==> config.mk <==
export PLATFORM = sky130hd
export DESIGN_NAME = rdt_timer
export DESIGN_NICKNAME = d
export VERILOG_FILES = /design/src/common/rdt_pkg.sv /design/src/rdt_time_ref.sv /design/src/rdt_timer.sv
export SDC_FILE = /design/constraint.sdc
export NUM_CORES = 1
export LEC_CHECK = 0
export BUFFER_PORTS_ARGS = -buffer_cell sky130_fd_sc_hd__buf_2
export CORE_ASPECT_RATIO = 1.75
export CORE_MARGIN = 4
export CORE_UTILIZATION = 25
export DETAILED_ROUTE_END_ITERATION = 16
export SLEW_MARGIN = 5
export SYNTH_ARGS = -nofsm -noshare
export SYNTH_HDL_FRONTEND = slang
export SYNTH_SLANG_ARGS = --single-unit
==> constraint.sdc <==
create_clock -name clock -period 8.8 [get_ports clock]
set_input_delay 0 -clock clock [delete_from_list [all_inputs] [get_ports clock]]
set_output_delay 0 -clock clock [all_outputs]
set_load 0.01 [all_outputs]
==> src/common/rdt_pkg.sv <==
`default_nettype none

package rdt_pkg;

  // ==========================================================================
  // Widths
  // ==========================================================================
  localparam int unsigned DATA_W = 32;
  localparam int unsigned STAT_W = 32;

  // ==========================================================================
  // Timing
  // ==========================================================================
  localparam int unsigned CLK_HZ          = 50000000;
  localparam int unsigned TIME_BASE_US    = 1000;
  localparam int unsigned TICK_CYCLES     = (CLK_HZ / 1000000) * TIME_BASE_US;
  localparam int unsigned WRAP_MINUTES    = 69;
  localparam int unsigned EXAMPLE_2S_PRE  = 2000;

  // ==========================================================================
  // Status field positions and reset values
  // ==========================================================================
  localparam int unsigned ST_EVAL_ERR_BIT  = 0;
  localparam int unsigned ST_BAD_TARGET_BIT = 1;
  localparam logic [DATA_W-1:0] ACC_RST    = 32'h0000_0000;
  localparam logic [DATA_W-1:0] TARGET_MAX = 32'h7FFF_FFFF;
  localparam logic [STAT_W-1:0] STAT_RST   = 32'h0000_0000;

  // ==========================================================================
  // Carriers
  // ==========================================================================
  typedef struct packed {
    logic              run_gate_in;
    logic              count_gate;
    logic              reset_req;
    logic              prescan;
    logic              postscan;
    logic              first_scan;
    logic [DATA_W-1:0] target;
  } rdt_eval_req_t;

  typedef struct packed {
    logic              valid_result_out;
    logic              run_gate_copy;
    logic              timer_enabled_flag;
    logic              timing_flag;
    logic              done_flag;
    logic [DATA_W-1:0] elapsed;
    logic [STAT_W-1:0] status;
  } rdt_eval_rsp_t;

  typedef enum logic [1:0] {
    RDT_IDLE,
    RDT_TIMING,
    RDT_DONE
  } rdt_state_t;

endpackage

`default_nettype wire

==> src/rdt_time_ref.sv <==
`timescale 1ns/1ns
`default_nettype none

// Free-running millisecond time reference instantiated inside each timer instance
module rdt_time_ref (
  input  wire logic                      clock,
  input  wire logic                      srst,
  input  wire logic                      ce,
  output logic [rdt_pkg::DATA_W-1:0]     now_ms
);

  logic [15:0]                 div_ff;
  logic [rdt_pkg::DATA_W-1:0]  ms_ff;
  logic                        tick;

  assign tick   = (div_ff == 16'((rdt_pkg::TICK_CYCLES) - 1));
  assign now_ms = ms_ff;

  // ==========================================================================
  // Divider
  // ==========================================================================
  always_ff @(posedge clock) begin
    if (srst) begin
      div_ff <= 16'h0000;
    end else if (ce) begin
      div_ff <= tick ? 16'h0000 : div_ff + 16'h0001;
    end
  end

  // ==========================================================================
  // Millisecond counter
  // ==========================================================================
  always_ff @(posedge clock) begin
    if (srst) begin
      ms_ff <= rdt_pkg::ACC_RST;
    end else if (ce && tick) begin
      ms_ff <= ms_ff + 32'h0000_0001;
    end
  end

endmodule // rdt_time_ref

`default_nettype wire

==> src/rdt_timer.sv <==
// Overview of operation
// - Run gate low: no evaluation, valid and run gate copy cleared
// - Accumulate only while count gate asserted
// - Target counted in one millisecond units
// - Reset clears flags and elapsed total
// - Enabled flag shows timer function enabled
// - Timing flag high while accumulating
// - Done when elapsed total reaches target
// - Status bit 0 on any error
// - Status bit 1 on bad target
// - Stop at gate removal or target
// - Time base fixed at one millisecond
// - Restart from zero after reset release
// - Add time difference, store current time
// - Evaluate running timer within 69 minutes
// - Prescan, postscan, gate low clear valid
// - Run gate high sets valid unless target bad without reset or first scan, evaluates
// - First scan clears flags and total
// - Valid output only on valid result
`timescale 1ns/1ns
`default_nettype none

module rdt_timer (
  input  wire logic                   clock,
  input  wire logic                   srst,
  input  wire logic                   ce,
  input  wire logic                   eval_strobe,
  input  wire rdt_pkg::rdt_eval_req_t req,
  output rdt_pkg::rdt_eval_rsp_t      rsp,
  output logic                        eval_done,
  output logic [rdt_pkg::DATA_W-1:0]  time_now
);

  // ==========================================================================
  // Time reference
  // ==========================================================================
  logic [rdt_pkg::DATA_W-1:0] now_ms;

  rdt_time_ref u_time_ref (
    .clock  (clock),
    .srst   (srst),
    .ce     (ce),
    .now_ms (now_ms)
  );

  assign time_now = now_ms;

  // ==========================================================================
  // State
  // ==========================================================================
  rdt_pkg::rdt_state_t        state_ff;
  rdt_pkg::rdt_state_t        nxt_state;
  logic [rdt_pkg::DATA_W-1:0] acc_ff;
  logic [rdt_pkg::DATA_W-1:0] nxt_acc;
  logic [rdt_pkg::DATA_W-1:0] last_ff;
  logic [rdt_pkg::DATA_W-1:0] nxt_last;
  logic                       en_ff;
  logic                       nxt_en;
  logic                       tt_ff;
  logic                       nxt_tt;
  logic                       dn_ff;
  logic                       nxt_dn;
  logic                       valid_ff;
  logic                       nxt_valid;
  logic                       rgc_ff;
  logic                       nxt_rgc;
  logic [rdt_pkg::STAT_W-1:0] stat_ff;
  logic [rdt_pkg::STAT_W-1:0] nxt_stat;
  logic                       done_ff;

  // Target check decoded in one place
  function automatic logic target_ok(input logic [rdt_pkg::DATA_W-1:0] t);
    target_ok = (t <= rdt_pkg::TARGET_MAX);
  endfunction

  logic                       scan_idle;
  logic                       run;
  logic                       bad_target;
  logic [rdt_pkg::DATA_W-1:0] delta;
  logic [rdt_pkg::DATA_W:0]   sum;
  logic [rdt_pkg::DATA_W-1:0] sum_sat;

  assign scan_idle  = req.prescan | req.postscan | ~req.run_gate_in;
  assign run        = eval_strobe & ~scan_idle;
  assign bad_target = ~target_ok(req.target);
  // Wrap-safe difference; the sequencer must revisit within the wrap span
  assign delta      = now_ms - last_ff;
  assign sum        = {1'b0, acc_ff} + {1'b0, delta};
  assign sum_sat    = (sum[rdt_pkg::DATA_W] || sum[rdt_pkg::DATA_W-1:0] > rdt_pkg::TARGET_MAX)
                      ? rdt_pkg::TARGET_MAX : sum[rdt_pkg::DATA_W-1:0];

  // ==========================================================================
  // Evaluation algorithm
  // ==========================================================================
  always_comb begin
    nxt_state = state_ff;
    nxt_acc   = acc_ff;
    nxt_last  = last_ff;
    nxt_en    = en_ff;
    nxt_tt    = tt_ff;
    nxt_dn    = dn_ff;
    nxt_valid = valid_ff;
    nxt_rgc   = rgc_ff;
    nxt_stat  = stat_ff;
    if (eval_strobe && scan_idle) begin
      nxt_valid = 1'b0;
      nxt_rgc   = 1'b0;
    end else if (run) begin
      nxt_rgc   = 1'b1;
      nxt_last  = now_ms;
      nxt_stat  = rdt_pkg::STAT_RST;
      if (req.first_scan || req.reset_req) begin
        nxt_en    = 1'b0;
        nxt_tt    = 1'b0;
        nxt_dn    = 1'b0;
        nxt_acc   = rdt_pkg::ACC_RST;
        nxt_state = rdt_pkg::RDT_IDLE;
        nxt_valid = 1'b1;
      end else if (bad_target) begin
        nxt_stat[rdt_pkg::ST_EVAL_ERR_BIT]   = 1'b1;
        nxt_stat[rdt_pkg::ST_BAD_TARGET_BIT] = 1'b1;
        nxt_tt    = 1'b0;
        nxt_valid = 1'b0;
      end else begin
        nxt_valid = 1'b1;
        nxt_en    = req.count_gate;
        case (state_ff)
          rdt_pkg::RDT_IDLE: begin
            // Fresh start: previous time taken now, no time yet added
            if (req.count_gate) begin
              nxt_state = (acc_ff >= req.target) ? rdt_pkg::RDT_DONE : rdt_pkg::RDT_TIMING;
            end
          end
          rdt_pkg::RDT_TIMING: begin
            if (req.count_gate) begin
              nxt_acc = sum_sat;
              if (sum_sat >= req.target) begin
                nxt_state = rdt_pkg::RDT_DONE;
              end
            end else begin
              nxt_state = rdt_pkg::RDT_IDLE;
            end
          end
          rdt_pkg::RDT_DONE: begin
            if (!req.count_gate) begin
              nxt_state = rdt_pkg::RDT_IDLE;
            end else if (acc_ff < req.target) begin
              nxt_state = rdt_pkg::RDT_TIMING;
            end
          end
          default: begin
            nxt_state = rdt_pkg::RDT_IDLE;
          end
        endcase
        nxt_tt = (nxt_state == rdt_pkg::RDT_TIMING);
        nxt_dn = (nxt_acc >= req.target);
      end
    end
  end

  // ==========================================================================
  // Registers
  // ==========================================================================
  always_ff @(posedge clock) begin
    if (srst) begin
      state_ff <= rdt_pkg::RDT_IDLE;
    end else if (ce) begin
      state_ff <= nxt_state;
    end
  end

  always_ff @(posedge clock) begin
    if (srst) begin
      acc_ff <= rdt_pkg::ACC_RST;
    end else if (ce) begin
      acc_ff <= nxt_acc;
    end
  end

  always_ff @(posedge clock) begin
    if (srst) begin
      last_ff <= rdt_pkg::ACC_RST;
    end else if (ce) begin
      last_ff <= nxt_last;
    end
  end

  always_ff @(posedge clock) begin
    if (srst) begin
      en_ff <= 1'b0;
    end else if (ce) begin
      en_ff <= nxt_en;
    end
  end

  always_ff @(posedge clock) begin
    if (srst) begin
      tt_ff <= 1'b0;
    end else if (ce) begin
      tt_ff <= nxt_tt;
    end
  end

  always_ff @(posedge clock) begin
    if (srst) begin
      dn_ff <= 1'b0;
    end else if (ce) begin
      dn_ff <= nxt_dn;
    end
  end

  always_ff @(posedge clock) begin
    if (srst) begin
      valid_ff <= 1'b0;
    end else if (ce) begin
      valid_ff <= nxt_valid;
    end
  end

  always_ff @(posedge clock) begin
    if (srst) begin
      rgc_ff <= 1'b0;
    end else if (ce) begin
      rgc_ff <= nxt_rgc;
    end
  end

  always_ff @(posedge clock) begin
    if (srst) begin
      stat_ff <= rdt_pkg::STAT_RST;
    end else if (ce) begin
      stat_ff <= nxt_stat;
    end
  end

  // Completion pulse follows every accepted strobe, evaluating or not
  always_ff @(posedge clock) begin
    if (srst) begin
      done_ff <= 1'b0;
    end else if (ce) begin
      done_ff <= eval_strobe;
    end
  end

  // ==========================================================================
  // Outputs
  // ==========================================================================
  always_comb begin
    rsp.valid_result_out   = valid_ff;
    rsp.run_gate_copy      = rgc_ff;
    rsp.timer_enabled_flag = en_ff;
    rsp.timing_flag        = tt_ff;
    rsp.done_flag          = dn_ff;
    rsp.elapsed            = acc_ff;
    rsp.status             = stat_ff;
  end

  assign eval_done = done_ff;

endmodule // rdt_timer

`default_nettype wire

==> metrics.csv, run 1 <==
stage,metric,value,unit
timing,setup-violations-final,0,
timing,hold_viol_final,0,
die,die_h,284,microns
synth,synth_area_leaders,"dfxtp_1 22%, ha_1 19%, nand2_1 6.1%",
clocking,htreeDepth,4,
critical_path,rrSetupSlack,0.89,ns
global_routing,track_usage,13.4,%
global_routing,grt_pass1_wl,51100,microns
critical_path,crit_path_max_fanout,8,
clocking,cts_resized,0,
synth,synth-compound-area-share,21.6,%
route,vias,9782,
finish,drive_above_1_share,12.4,%
synth,ys_types,78,
finish,fin_nets,1704,
synth,synthFlopType,dfxtp_1,
route,wl_met2,16900,microns
pwr,p_total,1300,uW
critical_path,crit_end,tt_ff,
placement,hpwl,26200,microns
finish,diodes,0,
clocking,numCtsBuffers,17,
route,drt-total-wl,31600,microns
synth,synth_largest_area_cell,dfxtp_1,
critical_path,start_kind,flip-flop,
critical_path,cp_slowest_cell,o31ai_1,
critical_path,timing.critical_path.mode_cell,a21oi_1,
critical_path,endpoint_kind,flip-flop,
synth,synth-warning-count,0,
timing,whs,0.0258,ns
global_routing,grt_max_degree,54,
timing,tightest_slew,0.869,ns
worst_hold_path,hp-class,in -> reg,
synth,synth-adder-area-share,19.5,%
pwr,p_clk_share,51.9,%
synth,synth_xor_area_share,7.73,%
route,via_per_inst,4.73,
route,ant_nets,0,
placement,io_buffers,113,
critical_path,reg2reg_to,tt_ff,
pwr,power.switching,356,uW
clocking,cts.sink_count,121,
critical_path,critPathKind,reg -> reg,
clocking,clockBufferDepth,2,
critical_path,startpoint,u_time_ref.now_ms[0],
global_routing,first_global_vias,9871,
clocking,path_clk_slew,0.07,ns
global_routing,antenna_found_initial,0,
finish,fin_area,12500,sq um
die,ioPinCount,144,
finish,nFillCells,4665,
synth,syn_inst,1397,
pwr,p_seq_share,42.3,%
critical_path,reg2reg_from,u_time_ref.now_ms[0],
synth,syn_avg_cell_area,7.79,sq um
pwr,cellLeakagePower,0.00609,uW
pwr,p_comb_share,5.7,%
clocking,root_buffer,clkbuf_16,
route,drt_iter0_markers,360,
placement,place_inst,2029,
route,dr.pass1.iters,5,
route,drt-met1-wl,11700,microns
route,drt-wirelength-per-cell,15.3,microns
outcome,status,"finished, final reports clean",
timing,period_share,89.9,%
timing,skew,0.0122,ns
die,dieWidth,166,microns
route,drc,0,
timing,layout_min_cycle_time,7.91,ns
critical_path,cpPeakStageDelay,0.49,ns
job,drv_cap,0,
timing,rsz0062_at_grt,false,
pwr,powerDensity,104,nW/um^2
pwr,ir_drop,0.134,mV
clocking,clk_latency,0.44,ns
timing,slew_headroom,42.0,%
synth,synth_top_family_by_area,compound AO/OA/AOI/OAI gates,
finish,final_cell_mix,"178 x nand2_1, 166 x ha_1, 121 x dfxtp_1",
timing,drv_slew,0,
finish,final_cells,2068,
timing,timing.fmax,126,MHz
die,die_area,47000,sq um
finish,syn_to_final_growth,14.9,%
placement,gp_congestion,0.935,
pwr,swShare,27.4,%
synth,seq_area_frac_synth,22.3,%
finish,final_common_cell,nand2_1,
critical_path,critPathRequiredTime,9.12,ns
synth,synth_edf_count,0,
synth,synthMuxAreaShare,0.621,%
route,wl_met3,1300,microns
critical_path,ff2ff_path_depth,34,
synth,syn_area,10900,sq um
timing,setup_tns,0,ns
clocking,tritoncts,built,
global_routing,overflow,0,
synth,synth_simple_gate_area_share,20.5,%
synth,synth_top_area_share,22.3,%
pwr,p_int,944,uW
route,top_layer,met4,
die,num_rows,100,
die,start_util,25.4,%
synth,async_flop_share,0,%
synth,ys_ff_latch,121,
die,core,42800,sq um
placement,place_area,11900,sq um
critical_path,crit_arrival,8.23,ns
-- per-stage QoR --
stage          setup slack [ns]  util [%]
6_report                  0.889      29.2
3_5_place_dp              0.843      27.7
5_1_grt                  0.0669      29.2
3_3_place_gp               1.11      27.7
2_1_floorplan              2.36         -
4_1_cts                   0.795      29.2
-- worst max-delay path: cells and delay by family, from the launching register on --
family / cells / cell delay [ns]
DFF: 1 / 0.43
adders and majority gates: 4 / 1.31
and+or+nand+nor: 7 / 1.38
xor gates and xnor gates: 1 / 0.17
buffers and inverters: 3 / 0.44
AOI/OAI and AO/OA: 19 / 4.06
-- state kept, by name, indices dropped and copies added, names as in the netlist, 2 cells and up --
signal and flops:
last_ff 32, state_ff 2, acc_ff 32, u_time_ref.div_ff 16
u_time_ref.now_ms 32
-- Yosys cell counts (4+ instances only) --
cell type / count
a2111oi_0: 4
a211oi_1: 9
a21o_1: 55
a21oi_1: 113
a221oi_1: 4
a22o_1: 13
a31oi_1: 19
and2_1: 10
and3_1: 12
and4_1: 9
buf_4: 36
clkbuf_1: 40
dfxtp_1: 121
ha_1: 166
inv_1: 100
nand2_1: 178
nand2b_1: 17
nand3_1: 28
nand3b_1: 5
nand4_1: 34
nor2_1: 109
nor2_4: 10
nor2b_1: 13
nor3_1: 13
nor4_1: 4
o211ai_1: 6
o21a_1: 12
o21ai_0: 77
o21bai_1: 11
o31a_1: 5
or3_1: 7
xnor2_1: 43
xor2_1: 53
-- metal layers --
metal	vias up	track usage, %
met3	66	2.93
met2	200	26.1
met5	-	0
li1	5040	-
met4	0	7.18
met1	4476	13.0
-- power groups by stage --
stage	registers, uW	clock network (uW)	logic [uW]
finish	550	675	74.7
global route	550	717	85.3
CTS	550	697	76.1
detailed placement	563	0	73.2
global placement	562	0	71.7
floorplan	563	0	55.2
-- area by class of cell --
class / count / area [sq um] / share of cell area [%]
Timing Repair Buffer: 131 / 718 / 5.75
Sequential cell: 121 / 2420 / 19.4
Inverter: 100 / 375 / 3.00
Clock buffer: 17 / 425 / 3.40
Multi-Input combinational cell: 1123 / 7720 / 61.8
Tap cell: 561 / 702 / 5.62
Clock inverter: 15 / 133 / 1.06
-- worst min path at each step --
stage                             end  slack [ns]  cells after the start  startpoint
after CTS                       en_ff        0.03                      2        srst
after global routing            en_ff        0.06                      2        srst
after floorplan           state_ff[0]        0.15                      2     req[36]
after detailed placement  state_ff[0]        0.31                      3     req[36]
final                           en_ff        0.03                      2        srst
after global placement    state_ff[0]        0.30                      3     req[36]
-- cells by family (layout without fill, tap and decap cells) --
group           count (synthesis)  after routing
simple gates                  462            462
compound gates                360            360
buf+inv                       183            263
fa+ha+maj                     168            168
flops                         121            121
xor+xnor                       96             96
mux                             6              6
other cells                     1             31
-- repair_timing --
action | CTS | global route
buffers inserted | 0 | 0
hold buffers | 7 | 0
endpoints found under the hold margin | 8 | 0
Note: power is estimated with default switching activity, not from simulation.
==> run 2: changes to the inputs <==
==> constraint.sdc (replaced) <==
create_clock -name clock -period 8.8 [get_ports clock]
set_input_delay 0.88 -clock clock [delete_from_list [all_inputs] [get_ports clock]]
set_output_delay 0.88 -clock clock [all_outputs]
set_load 0.01 [all_outputs]
==> run 2 against run 1 <==
Net effect:
- worst hold slack improved by 0.43 ns
- critical endpoint unchanged
- total power rose by 2.1%
- clock skew fell by 0.0025 ns
- critical path type unchanged
- register-to-register slack improved by 0.10 ns
- worst setup slack improved by 0.10 ns
- flip-flop and latch count did not move
- critical path depth did not move
- sequential power barely moved
- core utilization fell by 0.094 points
==> metrics.csv, run 2 (same netlist as run 1, synthesis figures left out) <==
stage,metric,value,unit
outcome,status,"finished, final reports clean",
route,dr.pass1.iters,5,
clocking,clockBufferDepth,2,
finish,final_cell_mix,"178 x nand2_1, 166 x ha_1, 121 x dfxtp_1",
critical_path,cp_slowest_cell,dfxtp_1,
placement,gp_congestion,0.937,
placement,io_buffers,113,
critical_path,crit_arrival,8.13,ns
clocking,cts_setup_buffers,0,
timing,setup_slack,0.991,ns
die,die_area,47000,sq um
clocking,numCtsBuffers,17,
global_routing,track_usage,13.4,%
timing,setup_tns,0,ns
clocking,clk_latency,0.44,ns
clocking,tritoncts,built,
global_routing,first_global_vias,9992,
route,drt_iter0_markers,466,
timing,timing.fmax,128,MHz
critical_path,critPathRequiredTime,9.12,ns
clocking,cts.sink_count,121,
finish,fin_nets,1698,
timing,layout_min_cycle_time,7.81,ns
finish,drive_above_1_share,12.5,%
pwr,ir_drop,0.137,mV
timing,tightest_slew,0.904,ns
worst_hold_path,hp-class,reg -> reg,
critical_path,crit_path_max_fanout,8,
clocking,root_buffer,clkbuf_16,
placement,place_inst,2030,
global_routing,antenna_found_initial,1,
placement,hpwl,26300,microns
global_routing,grt_pass1_wl,51000,microns
die,start_util,25.4,%
finish,final_common_cell,nand2_1,
timing,hold_viol_final,0,
timing,slew_headroom,39.7,%
finish,final_util,29.1,%
critical_path,ff2ff_path_depth,34,
route,via_per_inst,4.76,
critical_path,critPathKind,reg -> reg,
finish,syn_to_final_growth,14.5,%
finish,final_cells,2064,
worst_hold_path,min_delay_path_depth,2,
placement,pre_cts_slack,0.885,ns
clocking,path_clk_slew,0.07,ns
die,core,42800,sq um
route,drc,0,
die,num_rows,100,
critical_path,endpoint_kind,flip-flop,
pwr,cellLeakagePower,0.00609,uW
global_routing,overflow,0,
route,ant_nets,0,
die,die_h,284,microns
critical_path,timing.critical_path.mode_cell,a21oi_1,
critical_path,cpPeakStageDelay,0.44,ns
route,vias,9815,
global_routing,grt_max_degree,46,
job,drv_cap,0,
clocking,post_cts_hold_buffer_count,0,
timing,rsz0062_at_grt,false,
timing,setup-violations-final,0,
route,drt-wirelength-per-cell,15.3,microns
timing,drv_slew,0,
die,dieWidth,166,microns
timing,period_share,88.7,%
clocking,cts_resized,0,
route,drt-total-wl,31500,microns
critical_path,start_kind,flip-flop,
timing,skew,0.00972,ns
die,ioPinCount,144,
timing,whs,0.454,ns
clocking,htreeDepth,4,
pwr,powerDensity,107,nW/um^2
## run 2: changes by cell type in the layout (fill, tap and decap cells not counted)
cell | before | now
dlygate4sd3_1 | 7 | 0
inv_8 | 1 | 8
inv_6 | 7 | 2
clkinv_4 | 1 | 4
clkinvlp_4 | 4 | 1
diode_2 | 0 | 2
buf_4 | 11 | 12
clkinv_2 | 1 | 0
clkinv_8 | 1 | 0
## run 2: final cells by class
type	count	area (sq um)
fillers	4693	30300
multi-input cells	1123	7720
flip-flops and latches	121	2420
well taps	561	702
repair buffers	125	656
clock buffers	17	425
inverters	100	375
clock inverters	15	150
diodes	2	5.00
## run 2: metrics by stage
stage	power (uW)	area (sq um)
after floorplan	618	11000
after global placement	634	11900
after detailed placement	636	11900
after CTS	1350	12500
after global routing	1380	12500
final	1330	12500
## run 2: routing by layer
layer / up-vias / part of all wire (%) / global-route usage, %
li1: 5059 / - / -
met1: 4482 / 37 / 13.0
met2: 198 / 52 / 25.3
met3: 76 / 4.2 / 2.90
met4: 0 / 6.4 / 8.42
met5: - / 0 / 0
## run 2: critical path: cells and delay by family, from the launching register on
| kind | cells | cell delay (ns) |
|---|---|---|
| flops | 1 | 0.44 |
| xor+xnor | 1 | 0.16 |
| compound gates | 19 | 4.07 |
| buf+inv | 3 | 0.45 |
| simple gates | 7 | 1.30 |
| fa+ha+maj | 4 | 1.29 |
## run 2: path summary, 6_finish.rpt
kind	start	end	slack (ns)
worst min register to register	last_ff[22]	last_ff[22]	0.45
worst max register to register	u_time_ref.now_ms[0]	tt_ff	0.99
worst min-delay path	last_ff[22]	last_ff[22]	0.45
worst max-delay path	u_time_ref.now_ms[0]	tt_ff	0.99
## run 2: report_power, final
group          total (uW)  internal [uW]  leakage, uW  switching, uW
sequential            550            549     0.000975           1.12
clock                 706            378     0.000284            328
combinational        72.1           23.8      0.00483           48.3
total                1330            951      0.00609            377
==> run 3: changes to the inputs <==
--- a/config.mk
+++ b/config.mk
@@ -7,8 +7,8 @@
 export LEC_CHECK = 0
 export BUFFER_PORTS_ARGS = -buffer_cell sky130_fd_sc_hd__buf_2
 export CORE_ASPECT_RATIO = 1.75
-export CORE_MARGIN = 4
-export CORE_UTILIZATION = 25
+export CORE_MARGIN = 1
+export CORE_UTILIZATION = 28
 export DETAILED_ROUTE_END_ITERATION = 16
 export SLEW_MARGIN = 5
 export SYNTH_ARGS = -nofsm -noshare
==> run 3 against run 2 <==
Net effect:
- first-iteration DRC count up 12%
- clock power up 0.7%
- clock skew up 0.0020 ns
- worst hold slack about the same
- largest cell class unchanged
- die area down 16%
==> metrics.csv, run 3 (same netlist as run 1, synthesis figures left out) <==
stage,metric,value,unit
timing,tightest_slew,0.941,ns
route,drt-wirelength-per-cell,15.7,microns
clocking,clockBufferDepth,2,
finish,drive_above_1_share,12.5,%
finish,syn_to_final_growth,13.6,%
clocking,cts_setup_buffers,0,
route,ant_nets,0,
global_routing,first_global_vias,9704,
critical_path,crit_path_max_fanout,11,
timing,layout_min_cycle_time,7.80,ns
critical_path,cpPeakStageDelay,0.48,ns
die,num_rows,95,
route,drt_iter0_markers,521,
worst_hold_path,hp-class,reg -> reg,
die,start_util,28.3,%
timing,setup_tns,0,ns
global_routing,antenna_found_initial,1,
clocking,cts.sink_count,121,
critical_path,endpoint_kind,flip-flop,
critical_path,cp_slowest_cell,o31ai_1,
finish,diodes,0,
die,ioPinCount,144,
clocking,numCtsBuffers,17,
critical_path,crit_arrival,8.16,ns
placement,gp_congestion,0.936,
timing,timing.fmax,128,MHz
pwr,cellLeakagePower,0.00609,uW
global_routing,track_usage,16.0,%
timing,drv_slew,0,
timing,period_share,88.6,%
route,dr.pass1.iters,5,
pwr,ir_drop,0.118,mV
timing,hold_viol_final,0,
route,drc,0,
critical_path,critPathKind,reg -> reg,
finish,fin_nets,1698,
timing,whs,0.453,ns
die,die_h,263,microns
clocking,post_cts_hold_buffer_count,0,
critical_path,start_kind,flip-flop,
timing,skew,0.0117,ns
global_routing,grt_pass1_wl,49400,microns
placement,hpwl,25600,microns
job,drv_cap,0,
finish,final_cell_mix,"178 x nand2_1, 166 x ha_1, 121 x dfxtp_1",
clocking,path_clk_slew,0.07,ns
die,core,38400,sq um
route,drt-total-wl,31200,microns
placement,io_buffers,113,
clocking,cts_resized,0,
global_routing,overflow,0,
clocking,root_buffer,clkbuf_16,
timing,rsz0062_at_grt,false,
die,dieWidth,151,microns
timing,slew_headroom,37.2,%
route,vias,9866,
critical_path,startpoint,u_time_ref.now_ms[0],
route,via_per_inst,4.97,
timing,setup-violations-final,0,
finish,final_common_cell,nand2_1,
global_routing,grt_max_degree,61,
critical_path,timing.critical_path.mode_cell,a21oi_1,
critical_path,reg2reg_from,u_time_ref.now_ms[0],
critical_path,critPathRequiredTime,9.16,ns
clocking,htreeDepth,4,
die,die_area,39700,sq um
pwr,p_total,1330,uW
clocking,tritoncts,built,
worst_hold_path,worstHoldStart,last_ff[16],
clocking,clk_latency,0.44,ns
outcome,status,"finished, final reports clean",
finish,final_cells,1986,
pwr,powerDensity,108,nW/um^2
placement,place_inst,1954,
run 3: cell count changes in the layout (fill, tap and decap cells not counted), sizes merged:
cell      change
clkinvlp      +1
bufinv        +1
clkinv        -2
diode         -2
run 3: worst paths after layout:
kind	slack [ns]	cells after the start	endpoint
setup reg to reg	1.00	34	state_ff[0]
setup / recovery	1.00	34	state_ff[0]
hold / removal	0.45	2	last_ff[16]
hold reg to reg	0.45	2	last_ff[16]
run 3: area by class of cell:
cell class	instances	area, sq um
tap	485	607
timing repair buffer	125	656
clock inverter	15	154
inverter	100	375
clock buffer	17	425
multi-input combinational	1123	7720
fill	4053	26000
sequential	121	2420
run 3: metal layers:
layer	track usage [%]	vias up	wire, microns
met2	29.5	214	16200
met4	10.4	2	1760
met3	3.35	69	1430
li1	-	5039	-
met5	0	-	14
met1	15.8	4542	11800
run 3: power breakdown:
| part | switching [uW] | total (uW) | internal (uW) | leakage [uW] |
|---|---|---|---|---|
| clock | 311 | 711 | 400 | 0.000282 |
| combinational | 48.6 | 72.2 | 23.5 | 0.00483 |
| sequential | 1.15 | 550 | 549 | 0.000975 |
run 3: critical path: cells and delay by family, from the launching register on:
| family | cells | cell delay, ns |
|---|---|---|
| buffers and inverters | 2 | 0.14 |
| XOR/XNOR | 1 | 0.16 |
| adder cells (fa/ha/maj) | 4 | 1.31 |
| AO/OA/AOI/OAI | 20 | 4.24 |
| AND/OR/NAND/NOR | 7 | 1.43 |
| flip-flops | 1 | 0.42 |
run 3: through the flow:
stage / instance area, sq um / setup WS [ns] / util, %
after floorplan: 11000 / 2.36 / -
after global placement: 11800 / 1.15 / 30.7
after detailed placement: 11800 / 0.958 / 30.7
after CTS: 12400 / 0.920 / 32.2
after global routing: 12400 / 0.348 / 32.2
final: 12400 / 1.00 / 32.2
